<file path="src/verilog/tx_cfg_pkg.sv">
`default_nettype none
package tx_cfg_pkg;
	// ****************************************************************
	// register offsets
	// ****************************************************************
	localparam logic [8:0] ADDR_MISC  = 9'h183; // frame misc control
	localparam logic [8:0] ADDR_IO    = 9'h184; // io config
	localparam logic [8:0] ADDR_STORE = 9'h185; // elastic store control
	localparam logic [8:0] ADDR_CODE  = 9'h186; // code and alarm control
	localparam logic [8:0] ADDR_HDLC  = 9'h187; // hdlc fifo control
	localparam logic [8:0] ADDR_IBUS  = 9'h188; // interleave bus control
	localparam logic [7:0] REG_RESET  = 8'h00;  // every register resets here
	localparam logic [7:0] READ_NONE  = 8'h00;  // unmapped read answer
	// ****************************************************************
	// field positions
	// ****************************************************************
	localparam int B_LOOP_CRC = 0; // misc: loop code (t1) / crc recalc (e1)
	localparam int B_VIOL     = 1; // misc: violation insert command
	localparam int B_TFM      = 2; // misc: d4 select
	localparam int B_MULTIFRAME_REF_SELECT     = 3; // misc: multiframe reference select
	localparam int B_FSM      = 0; // io: frame sync mode
	localparam int B_FSDW     = 1; // io: double wide
	localparam int B_FSDIR    = 2; // io: frame sync direction
	localparam int B_SSM      = 3; // io: system sync mode
	localparam int B_SCLKM    = 4; // io: system clock rate mode
	localparam int B_SSINV    = 5; // io: system sync invert
	localparam int B_FSINV    = 6; // io: frame sync invert
	localparam int B_CLKINV   = 7; // io: clock invert
	localparam int B_SEN      = 0; // store: enable
	localparam int B_SMDM     = 1; // store: min delay
	localparam int B_SRST     = 2; // store: pointer reset command
	localparam int B_SALGN    = 3; // store: align command
	localparam int B_SZS      = 4; // store: slip zone
	localparam int B_GCLK     = 6; // store: gapped clock
	localparam int B_FMT56    = 7; // store: 56k format
	localparam int B_ALARM_INDICATION_PATTERN_MODE    = 2; // code: ais-ci
	localparam int B_REMOTE_ALARM_PATTERN_MODE    = 3; // code: rai-ci
	localparam int B_JBEN     = 4; // code: jammed bit
	localparam int B_LAW      = 7; // code: a-law
	localparam int B_INTERLEAVE_TYPE_SELECT   = 4; // ibus: frame interleave
	localparam logic [7:0] MASK_MISC = 8'h0f; // writable bits
	localparam logic [7:0] MASK_STORE = 8'hdf;
	localparam logic [7:0] MASK_HDLC = 8'h03;
	localparam logic [7:0] MASK_IBUS = 8'h10;
	// ****************************************************************
	// decoded values
	// ****************************************************************
	localparam logic [5:0] WM_00 = 6'd4;  // fifo low watermark bytes
	localparam logic [5:0] WM_01 = 6'd16;
	localparam logic [5:0] WM_10 = 6'd32;
	localparam logic [5:0] WM_11 = 6'd48;
	localparam logic [4:0] LEN_00 = 5'd5; // loop code lengths (shortest first)
	localparam logic [4:0] LEN_01 = 5'd6;
	localparam logic [4:0] LEN_10 = 5'd7;
	localparam logic [4:0] LEN_11 = 5'd16;
	localparam logic [7:0] SLIP_WIDE = 8'd9;   // slip zone, clustered
	localparam logic [7:0] SLIP_NARROW = 8'd2; // slip zone, distributed
	localparam logic [7:0] HALF_T1 = 8'd12;    // half frame bytes, t1
	localparam logic [7:0] HALF_E1 = 8'd16;    // half frame bytes, e1
	localparam logic [9:0] DEPTH_T1 = 10'd386; // two frames of bits, t1
	localparam logic [9:0] DEPTH_E1 = 10'd512; // two frames of bits, e1
	localparam logic [9:0] DEPTH_MIN = 10'd32; // minimum delay depth
	localparam logic [1:0] ONES_RUN = 2'd3;    // ones before a violation
endpackage
`default_nettype wire

</file>
<file path="src/verilog/tx_cfg_if.sv">
`timescale 1ns/1ps
`default_nettype none
interface tx_cfg_if;
	logic       wr;    // write strobe, one cycle, two back to back when a command bit is cleared
	logic       rd;    // read strobe, one cycle
	logic [8:0] addr;  // register offset
	logic [7:0] wdata; // write data
	logic [7:0] rdata; // read data
	logic       rvalid; // read data valid, one cycle
	modport device (input wr, input rd, input addr, input wdata, output rdata, output rvalid);
	modport host (output wr, output rd, output addr, output wdata, input rdata, input rvalid);
endinterface
`default_nettype wire

</file>
<file path="src/verilog/tx_cfg_device.sv">
`timescale 1ns/1ps
`default_nettype none
module tx_cfg_device
	import tx_cfg_pkg::*;
(
	input  wire logic       CLK_SYS,        // system clock
	input  wire logic       SRST,           // sync reset
	tx_cfg_if.device        BUS,            // register port
	input  wire logic       E1_MODE,        // e1 when high
	input  wire logic       T1E1_CONV,      // rate conversion active
	input  wire logic [7:0] PTR_SEP_BYTES,  // store pointer separation
	input  wire logic       TX_BIT_STB,     // transmit bit strobe
	input  wire logic       TX_BIT_ONE,     // transmit bit is a one
	input  wire logic       FRAME_PULSE,    // frame boundary pulse
	input  wire logic       MF_PULSE,       // multiframe boundary pulse
	input  wire logic       SIG_FRAME,      // current frame is signaling
	input  wire logic       TCLK_PIN,       // transmit clock pin
	input  wire logic       FSYNC_PIN_I,    // frame sync pin input
	input  wire logic       SSYNC_PIN_I,    // system sync pin input
	input  wire logic       SSYNC_IS_INPUT, // system sync pin is input
	output logic            FSYNC_PIN_O,    // frame sync pin output
	output logic            FSYNC_PIN_OE,   // frame sync pin enable
	output logic            TCLK_INT,       // clock after inversion
	output logic            FSYNC_INT,      // frame sync after inversion
	output logic            SSYNC_INT,      // system sync after inversion
	output logic            MF_PASS_FWD,    // pass-forward reference
	output logic            MF_FREE_RUN,    // line counters free run
	output logic            SSYNC_MF_MODE,  // system sync multiframe
	output logic            SYSCLK_FAST,    // system clock rate mode
	output logic            FRAME_D4,       // d4 framing
	output logic            LOOP_CODE_EN,   // loop code active
	output logic [4:0]      LOOP_CODE_LEN,  // loop code length
	output logic            CRC_RECALC,     // crc recalc active
	output logic            BPV_INSERT,     // insert violation, pulse
	output logic            DATA_56K,       // 56k channel format
	output logic            GAPPED_CLK,     // gapped channel clock
	output logic            STORE_BYPASS,   // store bypassed
	output logic [9:0]      STORE_DEPTH,    // store depth in bits
	output logic            STORE_ALIGN,    // align pointers, pulse
	output logic            STORE_PTR_RST,  // reset read pointer, pulse
	output logic            FORCE_SLIP,     // controlled slip, level while in zone
	output logic            MW_ALAW,        // milliwatt a-law
	output logic            INV_FRAMING,    // invert framing bits
	output logic            INV_SIGNALING,  // invert signaling bits
	output logic            INV_PAYLOAD,    // invert payload bits
	output logic            JAM_BIT8,       // force bit 8
	output logic            JAM_BIT7,       // force bit 7 in sig frames
	output logic            RAI_CI,         // rai-ci pattern
	output logic            AIS_CI,         // ais-ci pattern
	output logic [5:0]      FIFO_LOW_WM,    // fifo watermark bytes
	output logic            FRAME_INTERLEAVE // frame interleave bus
);
	import tx_cfg_pkg::*;
	// ****************************************************************
	// register file
	// ****************************************************************
	logic [7:0] misc_r, io_r, store_r, code_r, hdlc_r, ibus_r; // registers
	logic [7:0] rdata_r;   // read data
	logic       rvalid_r;  // read valid
	logic [7:0] rmux;      // read select
	logic       hit_misc, hit_io, hit_store, hit_code, hit_hdlc, hit_ibus;
	assign hit_misc  = BUS.addr == ADDR_MISC;
	assign hit_io    = BUS.addr == ADDR_IO;
	assign hit_store = BUS.addr == ADDR_STORE;
	assign hit_code  = BUS.addr == ADDR_CODE;
	assign hit_hdlc  = BUS.addr == ADDR_HDLC;
	assign hit_ibus  = BUS.addr == ADDR_IBUS;
	assign rmux = hit_misc ? misc_r : hit_io ? io_r : hit_store ? store_r :
		hit_code ? code_r : hit_hdlc ? hdlc_r : hit_ibus ? ibus_r : READ_NONE;
	// writes and reads
	always_ff @(posedge CLK_SYS)
	begin
		if (SRST)
		begin
			misc_r <= REG_RESET;
			io_r <= REG_RESET;
			store_r <= REG_RESET;
			code_r <= REG_RESET;
			hdlc_r <= REG_RESET;
			ibus_r <= REG_RESET;
			rdata_r <= READ_NONE;
			rvalid_r <= 1'b0;
		end
		else
		begin
			if (BUS.wr && hit_misc) misc_r <= BUS.wdata & MASK_MISC;
			if (BUS.wr && hit_io) io_r <= BUS.wdata;
			if (BUS.wr && hit_store) store_r <= BUS.wdata & MASK_STORE;
			if (BUS.wr && hit_code) code_r <= BUS.wdata;
			if (BUS.wr && hit_hdlc) hdlc_r <= BUS.wdata & MASK_HDLC;
			if (BUS.wr && hit_ibus) ibus_r <= BUS.wdata & MASK_IBUS;
			rdata_r <= BUS.rd ? rmux : READ_NONE;
			rvalid_r <= BUS.rd;
		end
	end
	assign BUS.rdata = rdata_r;
	assign BUS.rvalid = rvalid_r;
	// ****************************************************************
	// command edges and violation insertion
	// ****************************************************************
	logic viol_q_r, algn_q_r, srst_q_r; // previous command bits
	logic armed_r;                      // violation waiting for ones
	logic [1:0] ones_r;                 // consecutive ones count
	logic viol_rise, algn_rise, srst_rise, ones_done;
	assign viol_rise = misc_r[B_VIOL] & ~viol_q_r;
	assign algn_rise = store_r[B_SALGN] & ~algn_q_r;
	assign srst_rise = store_r[B_SRST] & ~srst_q_r;
	assign ones_done = TX_BIT_STB & TX_BIT_ONE & (ones_r == ONES_RUN - 2'd1);
	// edge memory, arming and ones run
	always_ff @(posedge CLK_SYS)
	begin
		if (SRST)
		begin
			viol_q_r <= 1'b0;
			algn_q_r <= 1'b0;
			srst_q_r <= 1'b0;
			armed_r <= 1'b0;
			ones_r <= 2'd0;
		end
		else
		begin
			viol_q_r <= misc_r[B_VIOL];
			algn_q_r <= store_r[B_SALGN];
			srst_q_r <= store_r[B_SRST];
			// new arming wins over the firing that ends an old one
			armed_r <= viol_rise | (armed_r & ~ones_done);
			if (TX_BIT_STB)
				ones_r <= ~TX_BIT_ONE ? 2'd0 : ones_done ? 2'd0 : ones_r + 2'd1;
		end
	end
	// ****************************************************************
	// pin synchronisers
	// ****************************************************************
	logic [2:0] pin_s1_r, pin_s2_r; // clock, frame sync, system sync
	always_ff @(posedge CLK_SYS)
	begin
		if (SRST)
		begin
			pin_s1_r <= 3'd0;
			pin_s2_r <= 3'd0;
		end
		else
		begin
			pin_s1_r <= {SSYNC_PIN_I, FSYNC_PIN_I, TCLK_PIN};
			pin_s2_r <= pin_s1_r;
		end
	end
	// ****************************************************************
	// decoded control
	// ****************************************************************
	logic t1;           // t1 operation
	logic dw_hold_r;    // second half of a double wide pulse
	logic fs_src, fs_nxt, dw_nxt;
	logic [7:0] half_frame, slip_zone;
	logic [5:0] wm_nxt;
	logic [4:0] len_nxt;
	assign t1 = ~E1_MODE;
	// pulse source by mode, stretched in t1 signaling frames when double wide is set
	assign fs_src = io_r[B_FSM] ? MF_PULSE : FRAME_PULSE;
	assign dw_nxt = t1 & io_r[B_FSDW] & SIG_FRAME & fs_src;
	assign fs_nxt = (fs_src | dw_hold_r) ^ io_r[B_FSINV];
	assign half_frame = E1_MODE ? HALF_E1 : HALF_T1;
	assign slip_zone = store_r[B_SZS] ? SLIP_NARROW : SLIP_WIDE;
	assign wm_nxt = hdlc_r[1:0] == 2'b00 ? WM_00 : hdlc_r[1:0] == 2'b01 ? WM_01 :
		hdlc_r[1:0] == 2'b10 ? WM_10 : WM_11;
	assign len_nxt = code_r[1:0] == 2'b00 ? LEN_00 : code_r[1:0] == 2'b01 ? LEN_01 :
		code_r[1:0] == 2'b10 ? LEN_10 : LEN_11;
	// pins and reference
	always_ff @(posedge CLK_SYS)
	begin
		if (SRST)
		begin
			dw_hold_r <= 1'b0;
			FSYNC_PIN_O <= 1'b0;
			FSYNC_PIN_OE <= 1'b0;
			TCLK_INT <= 1'b0;
			FSYNC_INT <= 1'b0;
			SSYNC_INT <= 1'b0;
			MF_PASS_FWD <= 1'b0;
			MF_FREE_RUN <= 1'b0;
			SSYNC_MF_MODE <= 1'b0;
			SYSCLK_FAST <= 1'b0;
		end
		else
		begin
			dw_hold_r <= dw_nxt;
			FSYNC_PIN_O <= fs_nxt;
			FSYNC_PIN_OE <= io_r[B_FSDIR];
			TCLK_INT <= pin_s2_r[0] ^ io_r[B_CLKINV];
			FSYNC_INT <= pin_s2_r[1] ^ io_r[B_FSINV];
			SSYNC_INT <= pin_s2_r[2] ^ (io_r[B_SSINV] & SSYNC_IS_INPUT);
			MF_PASS_FWD <= misc_r[B_MULTIFRAME_REF_SELECT];
			MF_FREE_RUN <= ~misc_r[B_MULTIFRAME_REF_SELECT] & io_r[B_FSDIR];
			SSYNC_MF_MODE <= io_r[B_SSM];
			SYSCLK_FAST <= io_r[B_SCLKM];
		end
	end
	// formatter and store control
	always_ff @(posedge CLK_SYS)
	begin
		if (SRST)
		begin
			FRAME_D4 <= 1'b0;
			LOOP_CODE_EN <= 1'b0;
			LOOP_CODE_LEN <= LEN_00;
			CRC_RECALC <= 1'b0;
			BPV_INSERT <= 1'b0;
			DATA_56K <= 1'b0;
			GAPPED_CLK <= 1'b0;
			STORE_BYPASS <= 1'b1;
			STORE_DEPTH <= DEPTH_T1;
			STORE_ALIGN <= 1'b0;
			STORE_PTR_RST <= 1'b0;
			FORCE_SLIP <= 1'b0;
		end
		else
		begin
			FRAME_D4 <= t1 & misc_r[B_TFM];
			LOOP_CODE_EN <= t1 & misc_r[B_LOOP_CRC];
			LOOP_CODE_LEN <= len_nxt;
			CRC_RECALC <= E1_MODE & misc_r[B_LOOP_CRC];
			BPV_INSERT <= armed_r & ones_done;
			DATA_56K <= store_r[B_FMT56];
			GAPPED_CLK <= store_r[B_GCLK];
			STORE_BYPASS <= ~store_r[B_SEN];
			STORE_DEPTH <= store_r[B_SMDM] ? DEPTH_MIN : E1_MODE ? DEPTH_E1 : DEPTH_T1;
			STORE_ALIGN <= algn_rise & (PTR_SEP_BYTES < half_frame);
			STORE_PTR_RST <= srst_rise;
			FORCE_SLIP <= store_r[B_SEN] & T1E1_CONV & (PTR_SEP_BYTES <= slip_zone);
		end
	end
	// code, alarm, fifo and bus options
	always_ff @(posedge CLK_SYS)
	begin
		if (SRST)
		begin
			MW_ALAW <= 1'b0;
			INV_FRAMING <= 1'b0;
			INV_SIGNALING <= 1'b0;
			INV_PAYLOAD <= 1'b0;
			JAM_BIT8 <= 1'b0;
			JAM_BIT7 <= 1'b0;
			RAI_CI <= 1'b0;
			AIS_CI <= 1'b0;
			FIFO_LOW_WM <= WM_00;
			FRAME_INTERLEAVE <= 1'b0;
		end
		else
		begin
			MW_ALAW <= code_r[B_LAW];
			INV_FRAMING <= code_r[6:5] == 2'b01;
			INV_SIGNALING <= code_r[6:5] == 2'b10;
			INV_PAYLOAD <= code_r[6:5] == 2'b11;
			JAM_BIT8 <= code_r[B_JBEN];
			JAM_BIT7 <= code_r[B_JBEN] & t1;
			RAI_CI <= t1 & ~misc_r[B_TFM] & code_r[B_REMOTE_ALARM_PATTERN_MODE];
			AIS_CI <= t1 & code_r[B_ALARM_INDICATION_PATTERN_MODE];
			FIFO_LOW_WM <= wm_nxt;
			FRAME_INTERLEAVE <= ibus_r[B_INTERLEAVE_TYPE_SELECT];
		end
	end
endmodule
`default_nettype wire

</file>
<file path="src/flat_wrapper.sv">
// flat-port wrapper written by rule: the top's interface ports become plain ports
module tx_cfg_device_flat import tx_cfg_pkg::*;
  (CLK_SYS, SRST, E1_MODE, T1E1_CONV, PTR_SEP_BYTES, TX_BIT_STB, TX_BIT_ONE, FRAME_PULSE, MF_PULSE, SIG_FRAME, TCLK_PIN, FSYNC_PIN_I, SSYNC_PIN_I, SSYNC_IS_INPUT, FSYNC_PIN_O, FSYNC_PIN_OE, TCLK_INT, FSYNC_INT, SSYNC_INT, MF_PASS_FWD, MF_FREE_RUN, SSYNC_MF_MODE, SYSCLK_FAST, FRAME_D4, LOOP_CODE_EN, LOOP_CODE_LEN, CRC_RECALC, BPV_INSERT, DATA_56K, GAPPED_CLK, STORE_BYPASS, STORE_DEPTH, STORE_ALIGN, STORE_PTR_RST, FORCE_SLIP, MW_ALAW, INV_FRAMING, INV_SIGNALING, INV_PAYLOAD, JAM_BIT8, JAM_BIT7, RAI_CI, AIS_CI, FIFO_LOW_WM, FRAME_INTERLEAVE, BUS_wr, BUS_rd, BUS_addr, BUS_wdata, BUS_rdata, BUS_rvalid);
  tx_cfg_if BUS_i ();
  input  wire logic CLK_SYS;
  input  wire logic SRST;
  input  wire logic E1_MODE;
  input  wire logic T1E1_CONV;
  input  wire logic [7:0] PTR_SEP_BYTES;
  input  wire logic TX_BIT_STB;
  input  wire logic TX_BIT_ONE;
  input  wire logic FRAME_PULSE;
  input  wire logic MF_PULSE;
  input  wire logic SIG_FRAME;
  input  wire logic TCLK_PIN;
  input  wire logic FSYNC_PIN_I;
  input  wire logic SSYNC_PIN_I;
  input  wire logic SSYNC_IS_INPUT;
  output logic FSYNC_PIN_O;
  output logic FSYNC_PIN_OE;
  output logic TCLK_INT;
  output logic FSYNC_INT;
  output logic SSYNC_INT;
  output logic MF_PASS_FWD;
  output logic MF_FREE_RUN;
  output logic SSYNC_MF_MODE;
  output logic SYSCLK_FAST;
  output logic FRAME_D4;
  output logic LOOP_CODE_EN;
  output logic [4:0] LOOP_CODE_LEN;
  output logic CRC_RECALC;
  output logic BPV_INSERT;
  output logic DATA_56K;
  output logic GAPPED_CLK;
  output logic STORE_BYPASS;
  output logic [9:0] STORE_DEPTH;
  output logic STORE_ALIGN;
  output logic STORE_PTR_RST;
  output logic FORCE_SLIP;
  output logic MW_ALAW;
  output logic INV_FRAMING;
  output logic INV_SIGNALING;
  output logic INV_PAYLOAD;
  output logic JAM_BIT8;
  output logic JAM_BIT7;
  output logic RAI_CI;
  output logic AIS_CI;
  output logic [5:0] FIFO_LOW_WM;
  output logic FRAME_INTERLEAVE;
  input wire logic [$bits(BUS_i.wr)-1:0] BUS_wr;
  input wire logic [$bits(BUS_i.rd)-1:0] BUS_rd;
  input wire logic [$bits(BUS_i.addr)-1:0] BUS_addr;
  input wire logic [$bits(BUS_i.wdata)-1:0] BUS_wdata;
  output wire logic [$bits(BUS_i.rdata)-1:0] BUS_rdata;
  output wire logic [$bits(BUS_i.rvalid)-1:0] BUS_rvalid;
  assign BUS_i.wr = BUS_wr;
  assign BUS_i.rd = BUS_rd;
  assign BUS_i.addr = BUS_addr;
  assign BUS_i.wdata = BUS_wdata;
  assign BUS_rdata = BUS_i.rdata;
  assign BUS_rvalid = BUS_i.rvalid;
  tx_cfg_device u_core (.CLK_SYS(CLK_SYS), .SRST(SRST), .BUS(BUS_i), .E1_MODE(E1_MODE), .T1E1_CONV(T1E1_CONV), .PTR_SEP_BYTES(PTR_SEP_BYTES), .TX_BIT_STB(TX_BIT_STB), .TX_BIT_ONE(TX_BIT_ONE), .FRAME_PULSE(FRAME_PULSE), .MF_PULSE(MF_PULSE), .SIG_FRAME(SIG_FRAME), .TCLK_PIN(TCLK_PIN), .FSYNC_PIN_I(FSYNC_PIN_I), .SSYNC_PIN_I(SSYNC_PIN_I), .SSYNC_IS_INPUT(SSYNC_IS_INPUT), .FSYNC_PIN_O(FSYNC_PIN_O), .FSYNC_PIN_OE(FSYNC_PIN_OE), .TCLK_INT(TCLK_INT), .FSYNC_INT(FSYNC_INT), .SSYNC_INT(SSYNC_INT), .MF_PASS_FWD(MF_PASS_FWD), .MF_FREE_RUN(MF_FREE_RUN), .SSYNC_MF_MODE(SSYNC_MF_MODE), .SYSCLK_FAST(SYSCLK_FAST), .FRAME_D4(FRAME_D4), .LOOP_CODE_EN(LOOP_CODE_EN), .LOOP_CODE_LEN(LOOP_CODE_LEN), .CRC_RECALC(CRC_RECALC), .BPV_INSERT(BPV_INSERT), .DATA_56K(DATA_56K), .GAPPED_CLK(GAPPED_CLK), .STORE_BYPASS(STORE_BYPASS), .STORE_DEPTH(STORE_DEPTH), .STORE_ALIGN(STORE_ALIGN), .STORE_PTR_RST(STORE_PTR_RST), .FORCE_SLIP(FORCE_SLIP), .MW_ALAW(MW_ALAW), .INV_FRAMING(INV_FRAMING), .INV_SIGNALING(INV_SIGNALING), .INV_PAYLOAD(INV_PAYLOAD), .JAM_BIT8(JAM_BIT8), .JAM_BIT7(JAM_BIT7), .RAI_CI(RAI_CI), .AIS_CI(AIS_CI), .FIFO_LOW_WM(FIFO_LOW_WM), .FRAME_INTERLEAVE(FRAME_INTERLEAVE));
endmodule
</file>
<file path="config.mk">
export PLATFORM = sky130hd
export DESIGN_NAME = tx_cfg_device_flat
export DESIGN_NICKNAME = d
export VERILOG_FILES = /design/src/verilog/tx_cfg_pkg.sv /design/src/verilog/tx_cfg_if.sv /design/src/verilog/tx_cfg_device.sv /design/src/flat_wrapper.sv
export SDC_FILE = /design/constraint.sdc
export NUM_CORES = 1
export LEC_CHECK = 0
export ABC_AREA = 0
export BUFFER_PORTS_ARGS = -buffer_cell sky130_fd_sc_hd__clkbuf_2
export CORE_UTILIZATION = 53
export CTS_BUF_LIST = sky130_fd_sc_hd__clkbuf_8
export CTS_CLUSTER_DIAMETER = 150
export DETAILED_ROUTE_END_ITERATION = 16
export HOLD_SLACK_MARGIN = 0.08
export PLACE_DENSITY = 0.84
export SLEW_MARGIN = 10
export SYNTH_ARGS = -nofsm -noshare
export SYNTH_HDL_FRONTEND = slang
export SYNTH_SLANG_ARGS = --single-unit
</file>
<file path="constraint.sdc">
create_clock -name CLK_SYS -period 2.3 [get_ports CLK_SYS]
set_clock_uncertainty 0.05 [all_clocks]
set_input_delay 0.115 -clock CLK_SYS [delete_from_list [all_inputs] [get_ports CLK_SYS]]
set_output_delay 0.115 -clock CLK_SYS [all_outputs]
set_load 0.02 [all_outputs]
</file>
======== Word level (Yosys, flattened, before mapping) ========
Index checks and enable logic that the tools add are counted.
word-level totals
  flip-flop bits (word level) ............. 101
  output and inout bits ................... 58
  logic and storage cells ................. 137
operators by class
  $add $sub $neg .......................... 1
  $lt $le $gt $ge ......................... 2
  equal/unequal tests ..................... 14
  multiplexer cells ....................... 17
  bitwise gates (word level) .............. 37
  reduce and logical (&&, ||, !) cells .... 15
operators by type and width
  cell                                           number
  == test 9 bit, second input constant           6
  2-to-1 mux 8 bit                               4
  2-to-1 mux 5 bit                               5
  AND 1 bit                                      22
  == test 2 bit, second input constant           5
  2-to-1 mux 10 bit                              1
  2-to-1 mux 9 bit                               1
  NOT 1 bit                                      9
  OR reduction 3 bit                             3
  <= comparator 8 bit                            1
  less-than comparator 8 bit                     1
  2-to-1 mux 4 bit                               2
  OR reduction 2 bit                             4
  == test 2 x 1 -> 1 bit, second input constant  3
  logical AND 1 bit                              6
  2-to-1 mux 2 bit                               3
  zero test 2 bit                                2
  XOR 1 bit                                      4
  adder 2 x 1 -> 2 bit, second input constant    1
  bitwise OR 1 bit                               2
  2-to-1 mux 1 bit                               1

======== Logic depth before layout (Yosys ltp) ========
Gate-level depths: netlist (run 1).
  word-level depth ........................ 7
  gate-level depth with buffers ........... 6
  mapped depth without buffers ............ 6

======== Worst setup path before layout (run 1) ========
No wires, ideal clock.
  path type ............................... input port to flip-flop
  from .................................... input BUS_addr[5]
  to ...................................... register u_core.code_r[0]
  setup time .............................. 0.128 ns
  arrival ................................. 1.621 ns
  required time ........................... 2.122 ns
  slack ................................... 0.501 ns
  stages on the path ...................... 5
  path buffers ............................ 1
  cell sequence ........................... or4b_1 buf_2 nor4_4 mux2i_1 nor2_1
between the ends
  word-level cells in the longest chain between the ends .. 2
RTL lines
  what                    line                 source
  start: declaration      flat_wrapper.sv:52   input wire logic [$bits(BUS_i.addr)-1:0] BUS_addr;
  == test 9 bit           tx_cfg_device.sv:65  assign hit_code = BUS.addr == ADDR_CODE;
  logical AND 1 bit       tx_cfg_device.sv:89  if (BUS.wr && hit_code) code_r <= BUS.wdata;
  end signal: assignment  tx_cfg_device.sv:89
  end: declaration        tx_cfg_device.sv:57  logic [7:0] misc_r, io_r, store_r, code_r, hdlc_r, ibus_r;
Every way passes these cells.
A chain may end at the register's enable or synchronous reset.

======== Worst setup path in the final report (run 1) ========
  from .................................... register u_core.store_r[4]
  to ...................................... register u_core.FORCE_SLIP
between the ends
  word-level cells in the longest chain between the ends .. 3
RTL lines
  what                      line                  source
  start: declaration        tx_cfg_device.sv:57
  start signal: assignment  tx_cfg_device.sv:88   if (BUS.wr && hit_store) store_r <= BUS.wdata & MASK_STORE;
  2-to-1 mux 4 bit          tx_cfg_device.sv:163  assign slip_zone = store_r[B_SZS] ? SLIP_NARROW : SLIP_WIDE;
  <= comparator 8 bit       tx_cfg_device.sv:229  FORCE_SLIP <= store_r[B_SEN] & T1E1_CONV & (PTR_SEP_BYTES <= slip_zone);
  AND 1 bit                 tx_cfg_device.sv:229
  end signal: assignment    tx_cfg_device.sv:229
  end: declaration          tx_cfg_device.sv:41   output logic FORCE_SLIP,
Every way passes these cells.

==> results of run 1 <==
sequential cells by signal (all words and copies together) (netlist names), 2 cells and up:
signal / flops
u_core.ones_r: 2
u_core.pin_s1_r: 3
u_core.FIFO_LOW_WM: 3
u_core.store_r: 7
u_core.BUS.rdata: 8
u_core.pin_s2_r: 3
u_core.misc_r: 4
u_core.STORE_DEPTH: 3
u_core.hdlc_r: 2
u_core.code_r: 8
u_core.LOOP_CODE_LEN: 4
u_core.io_r: 8
routing by layer:
layer / GRT usage / vias to the layer above / wire [µm] / part of all wire
met3: 0.05000 / 16 / 538 / 0.075
met2: 0.3892 / 115 / 3457 / 0.48
met5: 0 / - / 0 / 0
met1: 0.2878 / 1217 / 3039 / 0.42
met4: 0.1107 / 0 / 146 / 0.020
li1: - / 1318 / - / -
how the worst max path moves through the flow:
stage	from	end	slack, ns
after global routing	u_core.store_r[4]	u_core.FORCE_SLIP	0.04
after CTS	u_core.store_r[4]	u_core.FORCE_SLIP	0.20
after floorplan	BUS_addr[5]	u_core.code_r[0]	0.50
final	u_core.store_r[4]	u_core.FORCE_SLIP	0.20
after detailed placement	BUS_addr[5]	u_core.BUS.rdata[0]	0.40
after global placement	BUS_addr[5]	u_core.hdlc_r[0]	0.44
cells in the mapped netlist, types with 4 or more instances:
master,count
nand2_1,18
buf_4,11
dfxtp_1,90
mux2i_1,18
nor3_1,5
a21oi_1,5
ha_1,8
clkbuf_1,12
nand2b_1,18
o21ai_0,17
nor3b_1,6
and2_1,4
inv_1,16
nor2b_1,22
nand3b_1,5
nor2_1,30
worst max-delay path: cells and delay by family (launching register included):
kind / cells / cell delay (ns)
AO/OA/AOI/OAI: 3 / 0.62
flip-flops: 1 / 0.36
adder cells (fa/ha/maj): 1 / 0.29
buffers and inverters: 3 / 0.74
timing repair:
item,CTS,global route
hold buffers,24,0
endpoints found under the setup margin,0,1
hold endpoints to repair,40,0
resized for setup,0,1
cell families (layout without fill, tap and decap cells):
family                     Yosys count  in the layout  synth area share
AOI/OAI and AO/OA                   35             35           0.06437
xor gates and xnor gates             4              4           0.01048
adders and majority gates            8              8           0.02994
buffers and inverters               40            149           0.05763
DFF                                 90             90            0.5389
muxes                               20             20           0.06736
other                                1              9          0.001122
and+or+nand+nor                    132            132            0.2302
power breakdown:
| group | leakage [nW] | switching, W | internal [W] |
|---|---|---|---|
| logic | 1.07 | 0.000107 | 0.0000846 |
| registers | 0.728 | 0.00000434 | 0.00157 |
| clock network | 0.105 | 0.000499 | 0.000470 |
cell type report:
cell class / instances / area [µm²]
Sequential cell: 90 / 1802
Timing Repair Buffer: 117 / 718.2
Multi-Input combinational cell: 208 / 1380
Clock buffer: 12 / 165.2
Fill cell: 450 / 1754
Tap cell: 75 / 93.84
Inverter: 16 / 60.06
Clock inverter: 4 / 17.52
stage by stage:
stage / instances / utilization / total power (W) / worst slack (ns) / area (µm²)
after floorplan: 338 / - / 0.001717 / 0.5011 / 3373
after global placement: 482 / 0.6364 / 0.001766 / 0.4388 / 3812
after detailed placement: 482 / 0.6364 / 0.001769 / 0.3968 / 3812
after CTS: 522 / 0.7070 / 0.002749 / 0.1997 / 4235
after global routing: 522 / 0.7072 / 0.002824 / 0.03938 / 4237
final: 522 / 0.7072 / 0.002734 / 0.1982 / 4237
==> run metrics, run 1 <==
status finished, final reports clean; initial antenna violation count 0; largest net degree at the start of global routing 65; worst vdd rail ir drop 0.0004103 V; ANT nets after route 0; critical-path cell list inv_1 -> ha_1 -> inv_1 -> o21ai_0 -> a21o_1 -> a2111oi_1 -> dlygate4sd3_1; setup TNS 0 ns; IO Port Bufs 88; WL per Instance 13.76 µm; critical path required time 2.55 ns; # DRC 0; first-pass GRT wire length 11.45 mm; Worst-Margin Slew 0.6861 ns; final net count 490; CP Launch Type flip-flop; Pre-antenna DRT Iters 4; Max Cap Viol 0; Syn Std Cell Area 3343 µm²; synthesized instance count 330; PwrDens 645.2 nW/µm²; Die H 81.42 µm; count of final hold-check violations 0; slowest library cell on the worst path dlygate4sd3_1; Worst Reg2Reg Path Length in Cells 7; critical path type reg2reg; synthesized area per cell 10.13 µm²; Slew Limit Fails 0; share of layout cells above drive strength 1 0.2483; TritonCTS clock tree done; Post-synth top flop dfxtp_1; Post-synth ARST share 0; vias in the first global route 2514; worst-path maximum fanout 3; growth of design area from synthesis to finish 26.72%; grt ovf 0; most frequent cells in the layout dfxtp_1 (90), clkbuf_2 (88), nor2_1 (30), dlygate4sd3_1 (24), nor2b_1 (22); Worst Path Arrival 2.35 ns; Worst-path clk slew 0.08 ns; # Post-CTS Setup Buffers 0; clk buf depth 2; Netlist cell types 41; top cell type's share of synthesized area 0.5389; Hold Path End u_core.ibus_r[4]; CP max stage delay 0.59 ns; EDFF count, synth 0; Tcrit/Tclk final 0.9138; Root Buffer clkbuf_8; RR Startpoint u_core.store_r[4]; hpwl dp 4.973 mm; CP Capture Type flip-flop; gr usage total 0.2339; Setup Viol. Count Final 0; hold depth 4; flop2flop setup slack 0.20 ns; Seq cells post-synth 90; worst-skew pair later-pin latency 0.35 ns; Final Wtd Congestion 0.8725; core area 5991 µm²; Worst Hold Slack 0.1094 ns; full die area 6629 µm²; Crit path top cell by count inv_1; TritonCTS Buffers 9; worst r2r dst u_core.FORCE_SLIP; sequential area share after synthesis 0.5389; DRT Wirelength 7.181 mm; Fmax achieved 0.4758 GHz; relative slew slack 0.5384; Hold WC Path Type in2reg; hold_sp BUS_wr; commonest non-fill, non-tap cell in the layout dfxtp_1; I/O Pins 98; ANT cells 0; P_leak 1.900 nW; vias 2666; htree depth 3; Initial Utilization 0.5581; Syn. warnings 0; Area contributors post-synth dfxtp_1 (54%), mux2i_1 (5.4%), nor2b_1 (4.1%), nand2b_1 (3.4%), nor2_1 (3.4%); Rows 28; Final min period 2.102 ns; 1st-iter DRT viols 165; vias per cell 5.107; die width 81.42 µm; post-synth top area cell dfxtp_1; Sinks on Clock Net 90; unrepaired setup endpoints after global routing no
Power figures use the tool's default switching activity.
==> run 2, diff against run 1 <==
--- a/config.mk
+++ b/config.mk
@@ -7,6 +7,7 @@
 export LEC_CHECK = 0
 export ABC_AREA = 0
 export BUFFER_PORTS_ARGS = -buffer_cell sky130_fd_sc_hd__clkbuf_2
+export CORE_ASPECT_RATIO = 2
 export CORE_UTILIZATION = 53
 export CTS_BUF_LIST = sky130_fd_sc_hd__clkbuf_8
 export CTS_CLUSTER_DIAMETER = 150
==> run metrics, run 2 (synthesized netlist as in run 1, its figures left out) <==
Worst Reg2Reg Path Length in Cells 7; # DRC 0; critical path required time 2.55 ns; vias in the first global route 2657; Post-DP Area 3831 µm²; P_leak 1.909 nW; flop2flop setup slack 0.21 ns; CP max stage delay 0.60 ns; CP Capture Type flip-flop; sequential share of power 0.554; Max Cap Viol 0; post-route cell area 4289 µm²; Final Wtd Congestion 0.8455; ANT cells 0; WL per Instance 14.27 µm; share of layout cells above drive strength 1 0.2539; Setup Viol. Count Final 0; growth of design area from synthesis to finish 28.29%; Worst-Margin Slew 0.5626 ns; vias 2689; worst r2r dst u_core.FORCE_SLIP; Final min period 2.093 ns; # Post-CTS Setup Buffers 0; ANT nets after route 0; status finished, final reports clean; Tcrit/Tclk final 0.9101; grt ovf 0; most frequent cells in the layout dfxtp_1 (90), clkbuf_2 (88), nor2_1 (30), dlygate4sd3_1 (25), nor2b_1 (22); worst vdd rail ir drop 0.0006783 V; cell family with most CP delay buffers and inverters; I/O Pins 98; internal power 0.002165 W; first-pass GRT wire length 11.86 mm; htree depth 3; DRT Wirelength 7.605 mm; Slew Limit Fails 0; vias per cell 5.045; critical path type reg2reg; Worst Path Arrival 2.35 ns; Die H 114.3 µm; Storage cell area 1802 µm²; hold_sp BUS_addr[3]; relative slew slack 0.6249; TritonCTS clock tree done; hold depth 3; Root Buffer clkbuf_8; Hold WC Path Type in2reg; commonest non-fill, non-tap cell in the layout dfxtp_1; core area 6056 µm²; Sinks on Clock Net 90; worst-skew pair later-pin latency 0.36 ns; gr usage total 0.2438; Worst-path clk slew 0.08 ns; setup TNS 0 ns; area of the multi-input gates 1385 µm²; slowest library cell on the worst path dlygate4sd3_1; CP Launch Type flip-flop; largest net degree at the start of global routing 64; fill count 479; Gate power share 0.068; critical-path cell list inv_1 -> ha_1 -> inv_1 -> o21ai_0 -> a21o_1 -> a2111oi_2 -> dlygate4sd3_1; worst-path maximum fanout 3; unrepaired setup endpoints after global routing no; die width 58.16 µm; Crit path top cell by count inv_1; Pre-antenna DRT Iters 4; Sw Share 0.2379; 1st-iter DRT viols 70; PwrDens 662.5 nW/µm²; hpwl dp 5.243 mm; buffers plus inverters on the worst setup path 3; Clock power frac 0.378; TritonCTS Buffers 9; RR Startpoint u_core.store_r[4]; Fmax achieved 0.4777 GHz; IO Port Bufs 88; count of final hold-check violations 0; final net count 492; full die area 6649 µm²; initial antenna violation count 0; Initial Utilization 0.5521; Rows 40; Hold Path End u_core.BUS.rdata[4]; clk buf depth 2; sw power 0.0006761 W
-- run 2: changes by cell type in the layout (fill, tap and decap cells not counted), moves of 2 or more --
cell      previous run  this run
clkbuf_8            12         9
clkinv_4             0         3
clkinv_2             2         0
inv_6                0         2
-- run 2: stage by stage --
| step | util | worst slack (ns) | hold slack (ns) | instances | total power (W) |
|---|---|---|---|---|---|
| floorplan | - | 0.5011 | 0.1443 | 338 | 0.001717 |
| global placement | 0.6326 | 0.4088 | 0.2728 | 492 | 0.001766 |
| detailed placement | 0.6326 | 0.3242 | 0.2815 | 492 | 0.001771 |
| CTS | 0.7072 | 0.1842 | 0.08694 | 533 | 0.002860 |
| global route | 0.7083 | 0.05587 | 0.1222 | 533 | 0.002941 |
| finish | 0.7083 | 0.2068 | 0.1026 | 533 | 0.002841 |
-- run 2: tightest hold or removal path, cell delays in order --
cell and delay (ns):
clkbuf_2 0.15, nor2_1 0.12, nor4_1 0.07
-- run 2: final cells by class --
cell class,instances,area share
Clock inverter,7,0.01809
Multi-Input combinational cell,208,0.3229
Tap cell,84,0.02450
Sequential cell,90,0.4201
Clock buffer,9,0.02888
Inverter,16,0.01400
Timing Repair Buffer,119,0.1715
-- run 2: power groups by stage --
| stage | Combinational (W) | Clock [W] | Sequential, W |
|---|---|---|---|
| after global routing | 0.000210 | 0.00116 | 0.00157 |
| after CTS | 0.000190 | 0.00110 | 0.00157 |
| after global placement | 0.000157 | 0 | 0.00161 |
| after detailed placement | 0.000161 | 0 | 0.00161 |
| after floorplan | 0.000101 | 0 | 0.00162 |
| final | 0.000194 | 0.00107 | 0.00157 |
-- run 2: routing by layer --
layer	routed length, µm	vias up	global-route usage
li1	-	1323	-
met1	2859	1256	0.2376
met2	4189	87	0.4506
met3	305	23	0.05537
met4	251	0	0.1397
met5	0	-	0
-- run 2: how the worst max path moves through the flow --
| stage | start | endpoint | cells past startpoint |
|---|---|---|---|
| after floorplan | BUS_addr[5] | u_core.code_r[0] | 5 |
| after global placement | BUS_addr[5] | u_core.code_r[1] | 6 |
| after detailed placement | BUS_addr[5] | u_core.code_r[6] | 6 |
| after CTS | u_core.store_r[4] | u_core.FORCE_SLIP | 7 |
| after global routing | u_core.store_r[4] | u_core.FORCE_SLIP | 7 |
| final | u_core.store_r[4] | u_core.FORCE_SLIP | 7 |
-- run 2: repair_timing --
| action | in CTS | in global routing |
|---|---|---|
| endpoints found under the setup margin | 0 | 1 |
| endpoints found under the hold margin | 41 | 0 |
| gates resized for setup | 0 | 2 |
| hold buffers | 25 | 0 |
